**src/verilog/bmcl_pkg.sv**
```systemverilog
/*
 * Shared constants for the boot mode configuration loader.
 * Assumes a single 10 MHz primary clock domain.
 */
package bmcl_pkg;
    localparam int STREAM_BITS = 256;
    localparam int MODE_CLOCK_DIV = 256;
    localparam int HALF_DIV = MODE_CLOCK_DIV / 2;
    localparam int SYNC_STAGES = 3;
    // Field positions in the serial stream.
    localparam int WR_DEASSERT_LSB = 21;
    localparam int WR_ASSERT2_LSB = 25;
    localparam int WR_ASSERT1_LSB = 27;
    localparam int WR_RECOVERY_POS = 29;
    localparam int DISABLE_LSB = 30;
    localparam int READ2_LSB = 33;
    localparam int READ1_LSB = 37;
    localparam int RESV_LO_LSB = 41;
    localparam int RESV_LO_MSB = 45;
    localparam int PKG_SIZE_POS = 46;
    localparam int DIVISOR_LSB = 47;
    localparam int DRIVE_LSB = 50;
    localparam int PULLDOWN_MSB_POS = 53;
    localparam int PULLUP_MSB_POS = 57;
    localparam int SLEW_COLD_POS = 61;
    localparam int SLEW_ALWAYS_POS = 62;
    localparam int CLOCK_LOOP_POS = 63;
    localparam int FLOAT_SEL_POS = 64;
    localparam int RESV_HI_LSB = 65;
    // Reset values of the held mode fields and drive point decode limits.
    localparam logic [3:0] PULLDOWN_RESET = 4'hf;
    localparam logic [3:0] PULLUP_RESET = 4'h0;
    localparam logic [2:0] DRIVE_HALF_MAX = 3'h1;
    localparam logic [2:0] DRIVE_TQ_MAX = 3'h3;
    typedef enum logic [2:0] {
        BMCL_IDLE = 3'b001,
        BMCL_LOAD = 3'b010,
        BMCL_DONE = 3'b100
    } bmcl_state_type;
endpackage : bmcl_pkg

```
**src/verilog/bmcl_loader.sv**
```systemverilog
/*
 * Boot mode configuration loader: drives the serial mode clock, shifts in
 * the stream after power good, and holds the decoded mode fields.
 * Assumes power_good, cold and warm reset and serial data are asynchronous pins.
 */
// Function
// - Bits 21-24 give cache write deassert delay, 3 to 15.
// - Bits 25-26 give second cache write assert delay, 1 to 3.
// - Bits 27-28 give first cache write assert delay, 1 to 3.
// - Bit 29 gives cache write recovery, zero or one cycle.
// - Bits 30-32 give cache disable time, 2 to 7.
// - Bits 33-36 give second cache read cycle time, 3 to 15.
// - Bits 37-40 give first cache read cycle time, 4 to 15.
// - Bits 47-49 select reduced power clock divisor 2, 4, 8, 16.
// - Bits 50-52 select output drive point half, three quarter, full.
// - Bits 53-56, 53 first, load initial pull-down rate.
// - Bits 57-60, 57 first, load initial pull-up rate.
// - Bit 61 runs slew loop only during cold reset.
// - Bit 62 runs slew loop during cold reset and normal operation.
// - Bit 63 set disables the clock generation loops.
// - Bit 64 chooses floating outputs in cold only or either reset.
// - Mode clock is clock over 256; data sampled in step.
// - After power good, read exactly 256 stream bits.
// - After load, keep clock toggling and ignore further data.
`timescale 1ns/1ps
`default_nettype none
module bmcl_loader
    import bmcl_pkg::*;
#(
    parameter int BITS = STREAM_BITS
) (
    input wire logic clk, // Primary clock, 10 MHz.
    input wire logic reset, // Asynchronous reset, active high.
    input wire logic power_good, // Power good pin.
    input wire logic cold_reset_in, // Cold reset pin.
    input wire logic warm_reset_in, // Warm reset pin.
    input wire logic reduced_power_control, // Reduced power mode request.
    input wire logic config_serial_in, // Serial mode data pin.
    output logic config_serial_clock, // Serial mode clock pin.
    output logic load_done, // Stream fully loaded.
    output logic [3:0] cache_write_deassert_delay, // Write deassert delay.
    output logic [1:0] cache_write_assert_delay_second, // Second assert delay.
    output logic [1:0] cache_write_assert_delay_first, // First assert delay.
    output logic cache_write_recovery, // Write recovery cycles.
    output logic [2:0] cache_disable_time, // Disable time.
    output logic [3:0] cache_read_cycle_time_second, // Second read cycle time.
    output logic [3:0] cache_read_cycle_time_first, // First read cycle time.
    output logic package_size_select, // Package size bit.
    output logic [2:0] low_power_clock_divisor, // Divisor code.
    output logic [4:0] pipe_divide_ratio, // Active pipeline divide ratio.
    output logic drive_point_half, // Drive at half period.
    output logic drive_point_three_quarter, // Drive at three quarters.
    output logic drive_point_full, // Drive at full period.
    output logic [3:0] initial_pulldown_rate, // Initial pull-down state.
    output logic [3:0] initial_pullup_rate, // Initial pull-up state.
    output logic slew_loop_enable_in_cold_reset, // Bit 61 as held.
    output logic slew_loop_enable_always, // Bit 62 as held.
    output logic slew_loop_run, // Slew feedback loop running now.
    output logic clock_loop_disable, // Clock loops disabled.
    output logic reset_float_select, // Bit 64 as held.
    output logic output_float, // Output-only pins float now.
    output logic reserved_error // Reserved position or value seen.
);
    localparam int CW = $clog2(BITS + 1);
    localparam int DW = $clog2(MODE_CLOCK_DIV);

    // Returns a field of the stream, with its highest position as its MSB.
    function automatic logic [3:0] field(input logic [BITS-1:0] s, input int lsb,
                                         input int width);
        logic [3:0] f;
        f = 4'h0;
        for (int i = 0; i < 4; i++) begin
            if (i < width) begin
                f[i] = s[lsb + i];
            end
        end
        return f;
    endfunction : field

    // Three-stage synchronisers: first stage feeds only the second.
    logic [SYNC_STAGES-1:0] pg_sync;
    logic [SYNC_STAGES-1:0] cold_sync;
    logic [SYNC_STAGES-1:0] warm_sync;
    logic [SYNC_STAGES-1:0] din_sync;
    logic pg_level;
    logic cold_level;
    logic warm_level;
    logic din_level;
    always_ff @(posedge clk or posedge reset) begin
        if (reset) begin
            pg_sync <= '0;
            cold_sync <= '0;
            warm_sync <= '0;
            din_sync <= '0;
        end else begin
            pg_sync <= {pg_sync[1:0], power_good};
            cold_sync <= {cold_sync[1:0], cold_reset_in};
            warm_sync <= {warm_sync[1:0], warm_reset_in};
            din_sync <= {din_sync[1:0], config_serial_in};
        end
    end

    // A level counts only once stages two and three agree.
    always_ff @(posedge clk or posedge reset) begin
        if (reset) begin
            pg_level <= 1'b0;
            cold_level <= 1'b0;
            warm_level <= 1'b0;
            din_level <= 1'b0;
        end else begin
            if (pg_sync[1] == pg_sync[2]) pg_level <= pg_sync[2];
            if (cold_sync[1] == cold_sync[2]) cold_level <= cold_sync[2];
            if (warm_sync[1] == warm_sync[2]) warm_level <= warm_sync[2];
            if (din_sync[1] == din_sync[2]) din_level <= din_sync[2];
        end
    end

    // Free running divider; the mode clock never stops, even after the load.
    logic [DW-1:0] div_count;
    logic [DW-1:0] next_div_count;
    wire rise_point = (div_count == DW'(HALF_DIV - 1));
    wire sample_point = (div_count == DW'(MODE_CLOCK_DIV - 1));
    assign next_div_count = div_count + DW'(1);
    always_ff @(posedge clk or posedge reset) begin
        if (reset) begin
            div_count <= '0;
            config_serial_clock <= 1'b0;
        end else begin
            div_count <= next_div_count;
            if (rise_point) config_serial_clock <= 1'b1;
            else if (sample_point) config_serial_clock <= 1'b0;
        end
    end

    // Load sequencer; a rising power good restarts the load.
    bmcl_state_type state;
    bmcl_state_type next_state;
    logic pg_prev;
    logic [CW-1:0] bit_count;
    wire pg_rise = pg_level && !pg_prev;
    // Data are sampled at the falling edge of the mode clock, a half period
    // after the rising edge, which covers the data setup the source needs.
    wire take_bit = (state == BMCL_LOAD) && sample_point;
    wire last_bit = take_bit && (bit_count == CW'(BITS - 1));
    always_comb begin
        next_state = state;
        unique case (state)
            BMCL_IDLE: if (pg_rise) next_state = BMCL_LOAD;
            BMCL_LOAD: if (last_bit) next_state = BMCL_DONE;
            BMCL_DONE: if (pg_rise) next_state = BMCL_LOAD;
        endcase
    end
    always_ff @(posedge clk or posedge reset) begin
        if (reset) begin
            state <= BMCL_IDLE;
            pg_prev <= 1'b0;
            bit_count <= '0;
        end else begin
            state <= next_state;
            pg_prev <= pg_level;
            if (pg_rise) bit_count <= '0;
            else if (take_bit) bit_count <= bit_count + CW'(1);
        end
    end

    logic [BITS-1:0] stream;
    bmcl_shift_mem #(.DEPTH(BITS)) u_store (
        .clk(clk),
        .reset(reset),
        .clear(pg_rise),
        .shift(take_bit),
        .bit_in(din_level),
        .data(stream)
    );

    // Decoded views of the completed stream.
    wire [3:0] f_pulldown = field(stream, PULLDOWN_MSB_POS, 4);
    wire [3:0] f_pullup = field(stream, PULLUP_MSB_POS, 4);
    wire [2:0] f_drive = 3'(field(stream, DRIVE_LSB, 3));
    wire [2:0] f_div = 3'(field(stream, DIVISOR_LSB, 3));
    wire resv_pos = (|stream[RESV_LO_MSB:RESV_LO_LSB]) || (|stream[BITS-1:RESV_HI_LSB]);
    wire resv_val = f_div[2] || (field(stream, DISABLE_LSB, 3) == 4'h0);
    wire finish = last_bit;

    // Fields latch on the cycle after the last bit and then hold.
    logic capture;
    always_ff @(posedge clk or posedge reset) begin
        if (reset) begin
            capture <= 1'b0;
            load_done <= 1'b0;
        end else begin
            capture <= finish;
            if (pg_rise) load_done <= 1'b0;
            else if (capture) load_done <= 1'b1;
        end
    end

    always_ff @(posedge clk or posedge reset) begin
        if (reset) begin
            cache_write_deassert_delay <= 4'h0;
            cache_write_assert_delay_second <= 2'h0;
            cache_write_assert_delay_first <= 2'h0;
            cache_write_recovery <= 1'b0;
            cache_disable_time <= 3'h0;
            cache_read_cycle_time_second <= 4'h0;
            cache_read_cycle_time_first <= 4'h0;
            package_size_select <= 1'b0;
            low_power_clock_divisor <= 3'h0;
            initial_pulldown_rate <= PULLDOWN_RESET;
            initial_pullup_rate <= PULLUP_RESET;
            slew_loop_enable_in_cold_reset <= 1'b0;
            slew_loop_enable_always <= 1'b0;
            clock_loop_disable <= 1'b0;
            reset_float_select <= 1'b0;
            reserved_error <= 1'b0;
        end else if (capture) begin
            cache_write_deassert_delay <= field(stream, WR_DEASSERT_LSB, 4);
            cache_write_assert_delay_second <= 2'(field(stream, WR_ASSERT2_LSB, 2));
            cache_write_assert_delay_first <= 2'(field(stream, WR_ASSERT1_LSB, 2));
            cache_write_recovery <= stream[WR_RECOVERY_POS];
            cache_disable_time <= 3'(field(stream, DISABLE_LSB, 3));
            cache_read_cycle_time_second <= field(stream, READ2_LSB, 4);
            cache_read_cycle_time_first <= field(stream, READ1_LSB, 4);
            package_size_select <= stream[PKG_SIZE_POS];
            low_power_clock_divisor <= f_div;
            // Bit 53 and bit 57 are the MSBs here, so the fields are reversed.
            initial_pulldown_rate <= {f_pulldown[0], f_pulldown[1], f_pulldown[2],
                                      f_pulldown[3]};
            initial_pullup_rate <= {f_pullup[0], f_pullup[1], f_pullup[2], f_pullup[3]};
            slew_loop_enable_in_cold_reset <= stream[SLEW_COLD_POS];
            slew_loop_enable_always <= stream[SLEW_ALWAYS_POS];
            clock_loop_disable <= stream[CLOCK_LOOP_POS];
            reset_float_select <= stream[FLOAT_SEL_POS];
            reserved_error <= resv_pos || resv_val;
        end
    end

    // Drive point decode; one of three is always selected after the load.
    logic [2:0] drive_code;
    always_ff @(posedge clk or posedge reset) begin
        if (reset) begin
            drive_code <= 3'h0;
        end else if (capture) begin
            drive_code <= f_drive;
        end
    end
    wire next_half = (drive_code <= DRIVE_HALF_MAX);
    wire next_tq = (drive_code > DRIVE_HALF_MAX) && (drive_code <= DRIVE_TQ_MAX);
    wire next_full = (drive_code > DRIVE_TQ_MAX);

    // Run-time controls follow the reset pins and the held mode bits.
    wire next_slew = (slew_loop_enable_in_cold_reset && cold_level)
                     || slew_loop_enable_always;
    wire next_float = cold_level || (reset_float_select && warm_level);
    // Divide ratio is one unless reduced power is on; reserved codes give 16.
    wire [4:0] next_ratio = !reduced_power_control ? 5'h01 :
                            (low_power_clock_divisor[2] ? 5'h10 :
                             5'(5'h02 << low_power_clock_divisor[1:0]));
    always_ff @(posedge clk or posedge reset) begin
        if (reset) begin
            drive_point_half <= 1'b1;
            drive_point_three_quarter <= 1'b0;
            drive_point_full <= 1'b0;
            slew_loop_run <= 1'b0;
            output_float <= 1'b1;
            pipe_divide_ratio <= 5'h01;
        end else begin
            drive_point_half <= next_half;
            drive_point_three_quarter <= next_tq;
            drive_point_full <= next_full;
            slew_loop_run <= next_slew;
            output_float <= next_float;
            pipe_divide_ratio <= next_ratio;
        end
    end

    // Checks on the loader behaviour.
    int unsigned taken_bits;
    always_ff @(posedge clk or posedge reset) begin
        if (reset) taken_bits <= 0;
        else if (pg_rise) taken_bits <= 0;
        else if (take_bit) taken_bits <= taken_bits + 1;
    end
    mode_clock_period_a: assert property (@(posedge clk) disable iff (reset)
        $rose(config_serial_clock) |-> ##128 $fell(config_serial_clock) ##128 $rose(config_serial_clock))
        else $error("mode clock period wrong");
    bit_count_exact_a: assert property (@(posedge clk) disable iff (reset)
        $rose(load_done) |-> taken_bits == BITS)
        else $error("load did not take 256 bits");
    no_shift_done_a: assert property (@(posedge clk) disable iff (reset)
        load_done && !pg_rise |-> !take_bit)
        else $error("bit taken after load");
    fields_hold_a: assert property (@(posedge clk) disable iff (reset)
        load_done && !capture |=> $stable(cache_read_cycle_time_first) && $stable(initial_pullup_rate))
        else $error("mode field changed while held");
    float_cold_a: assert property (@(posedge clk) disable iff (reset)
        cold_level |=> output_float)
        else $error("outputs not floated in cold reset");
    float_warm_a: assert property (@(posedge clk) disable iff (reset)
        !cold_level && warm_level |=> output_float == reset_float_select)
        else $error("warm reset float wrong");
    slew_run_a: assert property (@(posedge clk) disable iff (reset)
        slew_loop_enable_always |=> slew_loop_run)
        else $error("slew loop not running");
    slew_cold_a: assert property (@(posedge clk) disable iff (reset)
        !slew_loop_enable_always && !cold_level |=> !slew_loop_run)
        else $error("slew loop running outside cold reset");
    drive_onehot_a: assert property (@(posedge clk) disable iff (reset)
        $onehot({drive_point_half, drive_point_three_quarter, drive_point_full}))
        else $error("drive point not one-hot");
    load_done_c: cover property (@(posedge clk) disable iff (reset) $rose(load_done));
    reload_c: cover property (@(posedge clk) disable iff (reset) load_done && pg_rise);
    reduced_c: cover property (@(posedge clk) disable iff (reset) pipe_divide_ratio == 5'h10);
endmodule : bmcl_loader
`default_nettype wire

```
**src/verilog/bmcl_shift_mem.sv**
```systemverilog
/*
 * Stream store of the loader: a shift register that takes one bit per strobe,
 * first bit ending at index 0. Read data are the register itself.
 * Assumes the strobe comes from the same clock.
 */
`timescale 1ns/1ps
`default_nettype none
module bmcl_shift_mem
    import bmcl_pkg::*;
#(
    parameter int DEPTH = 256
) (
    input wire logic clk, // Primary clock.
    input wire logic reset, // Asynchronous reset, active high.
    input wire logic clear, // Empties the store.
    input wire logic shift, // Takes one bit.
    input wire logic bit_in, // Serial bit.
    output logic [DEPTH-1:0] data // Stored stream.
);
    // New bits enter at the top so the first one walks down to index 0.
    always_ff @(posedge clk or posedge reset) begin
        if (reset) begin
            data <= '0;
        end else if (clear) begin
            data <= '0;
        end else if (shift) begin
            data <= {bit_in, data[DEPTH-1:1]};
        end
    end
endmodule : bmcl_shift_mem
`default_nettype wire

```
**config.mk**
```make
export PLATFORM = sky130hd
export DESIGN_NAME = bmcl_loader
export DESIGN_NICKNAME = d
export VERILOG_FILES = /design/src/verilog/bmcl_pkg.sv /design/src/verilog/bmcl_loader.sv /design/src/verilog/bmcl_shift_mem.sv
export SDC_FILE = /design/constraint.sdc
export NUM_CORES = 1
export LEC_CHECK = 0
export ABC_AREA = 1
export ABC_CLOCK_PERIOD_IN_PS = 15900
export BUFFER_PORTS_ARGS = -buffer_cell sky130_fd_sc_hd__buf_4
export CORE_UTILIZATION = 45
export DETAILED_ROUTE_END_ITERATION = 16
export SETUP_SLACK_MARGIN = 0.5
export SLEW_MARGIN = 20
export SYNTH_ARGS = -nofsm -noshare
export SYNTH_HDL_FRONTEND = slang
export SYNTH_SLANG_ARGS = --single-unit
export TNS_END_PERCENT = 30
```
**constraint.sdc**
```tcl
create_clock -name clk -period 15.9 [get_ports clk]
set_clock_uncertainty 0.15 [all_clocks]
set_input_delay 3.18 -clock clk [delete_from_list [all_inputs] [get_ports clk]]
set_output_delay 3.18 -clock clk [all_outputs]
set_load 0.01 [all_outputs]
```
# ---- Yosys cells after proc, flatten, opt, wreduce, memory -nomap -nowiden
# Index checks and enable logic that the tools add are counted.
dict set report word_totals {
  ff_bits 346
}
dict set report op_classes {
  addsub 2
  n_eq_ne 12
  n_mux 13
  reduce_logical 20
  order_cmp 4
  shift 1
}
# operator n
set ops {}
lappend ops {{$mux 256} 2}
lappend ops {{$reduce_or 191->1} 1}
lappend ops {{$mux 9} 2}
lappend ops {{$mux 5} 2}
lappend ops {{$add 9x1->9 const B} 1}
lappend ops {{$eq 9x8->1 const B} 1}
lappend ops {{$add 8x1->8 const B} 1}
lappend ops {{$eq 8x7->1 const B} 1}
lappend ops {{$eq 8x8->1 const B} 1}
lappend ops {{$logic_and 1x1->1} 6}
lappend ops {{$mux 3} 2}
lappend ops {{$pmux 3 s2} 1}
lappend ops {{$reduce_bool 2->1} 3}
lappend ops {{$logic_or 1x1->1} 5}
lappend ops {{$reduce_or 5->1} 1}
lappend ops {{$shl 2x2->5 const A} 1}
lappend ops {{$eq 1x1->1} 4}
lappend ops {{$mux 1} 4}
lappend ops {{$eq 3x1->1 const B} 1}
lappend ops {{$eq 3x2->1 const B} 1}
lappend ops {{$eq 3x3->1 const B} 1}
lappend ops {{$gt 3x1->1 const B} 1}
lappend ops {{$gt 3x2->1 const B} 1}
lappend ops {{$le 3x1->1 const B} 1}
lappend ops {{other kinds (7)} 7}

# ---- Logic depth before layout (Yosys ltp)
dict set report depth {
  depth_word 5
  ltp_mapped 12
}

# ---- Modules after synthesis
# Synthesis repeated with hierarchy kept, for this count alone.
dict set report unflattened {
  hier_cells 1624
  area_unflattened_um2 14390.1
}
# mod area_per_inst_um2 cells_each instances seq_area_each_um2
set by_module_without_submodules {}
lappend by_module_without_submodules {bmcl_shift_mem 10346.2 1112 1 6406.1}
lappend by_module_without_submodules {bmcl_loader 4043.9 512 1 2237.1}

# ---- Worst setup path before layout
# No wires, ideal clock.
dict set report synth_timing {
  kind {register to output}
  startpoint {reg initial_pulldown_rate[0]}
  endpoint {out initial_pulldown_rate[0]}
  setup_slack_ns 12.041
  path_buffers 0
  stages_incl_launch_ff 1
  arrival_ns 0.529
  required_time_ns 12.570
  cell_sequence {dfstp_2}
}
# item line_no
set synth_rtl {}
lappend synth_rtl {{start: declaration} bmcl_loader.sv:54} ;# output logic [3:0] initial_pulldown_rate,
lappend synth_rtl {{start signal: assignment} bmcl_loader.sv:227} ;# initial_pulldown_rate <= {f_pulldown[0], f_pulldown[1], f_pulldown[2],
# No word-level cell between the ends.

==> metrics.md <==
| Metric | Value |
|---|---|
| Status | `complete, no violations` |
| Max frequency | `roughly 0.22 GHz` |
| # setup viols final | `0` |
| MaxCap Viol Count | `0` |
| Post-synthesis sequential area ratio | `a little over three fifths` |
| Synth cell types | `29` |
| RSZ-0062 raised after global routing | `false` |
| Die span in x | `171.3 um` |
| Congestion Overflow GR | `0` |
| Row count | `61` |
| Final Critical Period | `4516 ps` |
| Layout cells sized above 1 | `between 10% and 20%` |
| VDD IR max | `around 0.07 mV` |
| Root buf cell | `clkbuf_16` |
| Total chip power | `1.701 mW` |
| Vias in the first global route | `approximately 8,200` |
| Syn_nets | `1,265` |
| EDFF count, synth | `0` |
| CP Data Required Time | `16,230 ps` |
| Max H-tree Level | `2` |
| # IOs | `56` |
| Tot GR Track Use | `around 16%` |
| Hold crit path type | `flop to flop` |
| TritonCTS clock tree | `done` |
| Initial Util | `between 40% and 50%` |
| Critical path class | `input pin to async pin` |
| DIE AREA | `around 0.029 mm2` |
| Worst path arrival time | `~4900 ps` |
| Syn. warnings | `0` |
| Pre-CTS setup slack | `around 11,000 ps` |
| Worst Slack Setup Final | `around 11,000 ps` |
| Hold Fails Final Rpt | `0` |
| Lkg Pwr | `8.307 nW` |
| Synthesized area | `0.01290 mm2` |
| Initial drt markers | `about 670` |
| CP endpoint kind | `async pin` |
| Sinks on Clock Net | `about 320` |
| Number of diodes | `0` |
| Hpwl dp | `around 12 mm` |
| Crit share post-route | `28.40%` |
| # port buffers | `55` |
| Postcts setup bufs | `0` |
| Final Util | `a little over half` |
| Max Slew Vio Count | `0` |
| Via density | `about 4.9` |
| CTS Buf Count | `36` |
| Clk Latency, worst-skew pair | `520 ps` |
| Routability-driven placement congestion ratio | `0.7032` |
| Placed inst area | `approximately 0.013 mm2` |
| Clock-pin slew on the worst setup and hold paths | `roughly 60 ps` |
| Total negative setup slack | `0 ps` |
| ANT nets after route | `0` |
| Top post-synthesis cells by area | `dfrtp_1 61%, a22oi_1 9.8%, inv_1 7.5%` |
| Core area | `roughly 0.028 mm2` |
| Largest net degree at the start of global routing | `about 190` |
| Total number of vias | `between 8,000 and 9,000` |
| Routed WL | `~22 mm` |
| Synth Register Bits | `324` |
| Post-synth top area cell | `dfrtp_1` |
| Syn Area/Cell | `a little over 10 um2` |
| Global-route wire length before repair | `approximately 38 mm` |
| Die height | `approximately 170 um` |
| Critical Path Fanout Max | `190` |
| Post-Layout Cell Count | `approximately 1,700` |
| Primary FF master, synth | `dfrtp_1` |
| Area Growth Syn to Fin | `13.85%` |
| Fin area | `about 0.015 mm2` |
| Post-CTS sizing | `0` |
| CP Launch Type | `input pin` |
| Cells after DPL | `roughly 1,600` |
| Initial DRT Pass Iterations | `5` |
| DRC errors left | `0` |
| Mean routed wirelength per cell | `between 10 and 15 um` |
| Syn Inst Count | `1,255` |
| PD cells | `around 120 mW/mm2` |
| Ys async rst share | `100.0%` |
| CTS max path bufs | `3` |
| Hold slack final | `between 150 and 200 ps` |
| Relative slew slack | `34.71%` |
| Slew of the pin with the lowest slew margin | `approximately 1000 ps` |
| Post-synth top area share | `61.31%` |
| Initial antenna violation count | `0` |
| Hold-fix buffers, CTS | `0` |
| Final net count | `1,305` |
worst max-delay path, stage by stage:
cell and delay, ps:
buf_4 130, inv_8 590, buf_12 770
placed cells by master (no fill, tap or decap):
cell / count
xnor2_1: 1
nand2_1: 168
nor3_1: 7
o22ai_2: 20
buf_12: 2
xor2_1: 5
dfstp_2: 8
o21ai_0: 18
ha_1: 3
clkbuf_1: 2
inv_8: 1
clkinv_8: 1
nor3b_1: 1
inv_4: 1
inv_2: 2
nand4_1: 8
clkbuf_8: 10
nand3_4: 1
nor2_4: 2
o22ai_1: 46
clkbuf_16: 38
clkinvlp_4: 1
nand3_1: 15
nand2_4: 1
nor2_1: 130
buf_6: 1
clkinv_1: 1
buf_4: 58
clkinv_2: 8
a21oi_1: 8
bufinv_16: 1
nor2_2: 3
o21ai_1: 1
a22oi_1: 169
inv_1: 256
maj3_1: 4
dfrtp_1: 316
registers in the layout (all words and copies together), names as in the netlist, 2 cells and up:
register / cells
warm_sync: 3
cache_write_assert_delay_first: 2
din_sync: 3
initial_pulldown_rate: 4
cache_read_cycle_time_second: 4
cache_read_cycle_time_first: 4
initial_pullup_rate: 4
u_store.data: 235
cache_write_assert_delay_second: 2
bit_count: 9
div_count: 8
drive_code: 2
low_power_clock_divisor: 3
cache_write_deassert_delay: 4
pg_sync: 3
cache_disable_time: 3
cold_sync: 3
state: 3
pipe_divide_ratio: 5
worst paths after layout:
| kind | from | end | slack [ps] | depth (start not counted) |
|---|---|---|---|---|
| hold reg to reg | din_sync[0] | din_sync[1] | 190 | 0 |
| min in group asynchronous | reset | clock_loop_disable | 2700 | 2 |
| max in group clk | initial_pulldown_rate[2] | initial_pulldown_rate[2] | 11420 | 1 |
| setup reg to reg | div_count[0] | u_store.data[121] | 12540 | 10 |
| setup / recovery | reset | u_store.data[163] | 11380 | 3 |
| hold / removal | din_sync[0] | din_sync[1] | 190 | 0 |
layout make-up:
class | instances | area [um2]
Tap cell | 378 | 473.0
Clock inverter | 11 | 93.84
Multi-Input combinational cell | 611 | 3428
Clock buffer | 50 | 1096
Inverter | 261 | 989.7
Sequential cell | 324 | 8118
Fill cell | 2522 | 13330
Timing Repair Buffer | 61 | 486.7
kinds of logic after synthesis:
group / share of synthesized area, %
AO/OA/AOI/OAI: 15.05
buffers and inverters: 10.49
adder cells (fa/ha/maj): 0.6015
XOR/XNOR: 0.4074
flip-flops: 62.94
AND/OR/NAND/NOR: 10.52
report_power, final:
| group | switching [mW] | internal, mW | total [mW] |
|---|---|---|---|
| Combinational | 0.0454 | 0.00989 | 0.0553 |
| Clock | 0.316 | 0.496 | 0.812 |
| Sequential | 0.00271 | 0.831 | 0.834 |
| Total | 0.364 | 1.34 | 1.70 |
layer usage:
layer | share of wire (%) | track usage [%] | up-vias
met2 | 45 | 25.29 | 106
li1 | - | - | 4137
met1 | 50 | 21.61 | 4026
met5 | 0 | 0 | -
met3 | 3.1 | 2.531 | 44
met4 | 2.5 | 5.745 | 0
synth_stat cells (5+ instances only):
library cell,number
a21oi_1,8
a22oi_1,169
buf_2,10
buf_4,11
buf_6,13
clkbuf_1,25
dfrtp_1,316
dfstp_2,8
inv_1,257
nand2_1,168
nand3_1,15
nand4_1,8
nor2_1,130
nor3_1,7
o21ai_0,18
o22ai_1,46
o22ai_2,20
xor2_1,5
Power figures use the tool's default switching activity.
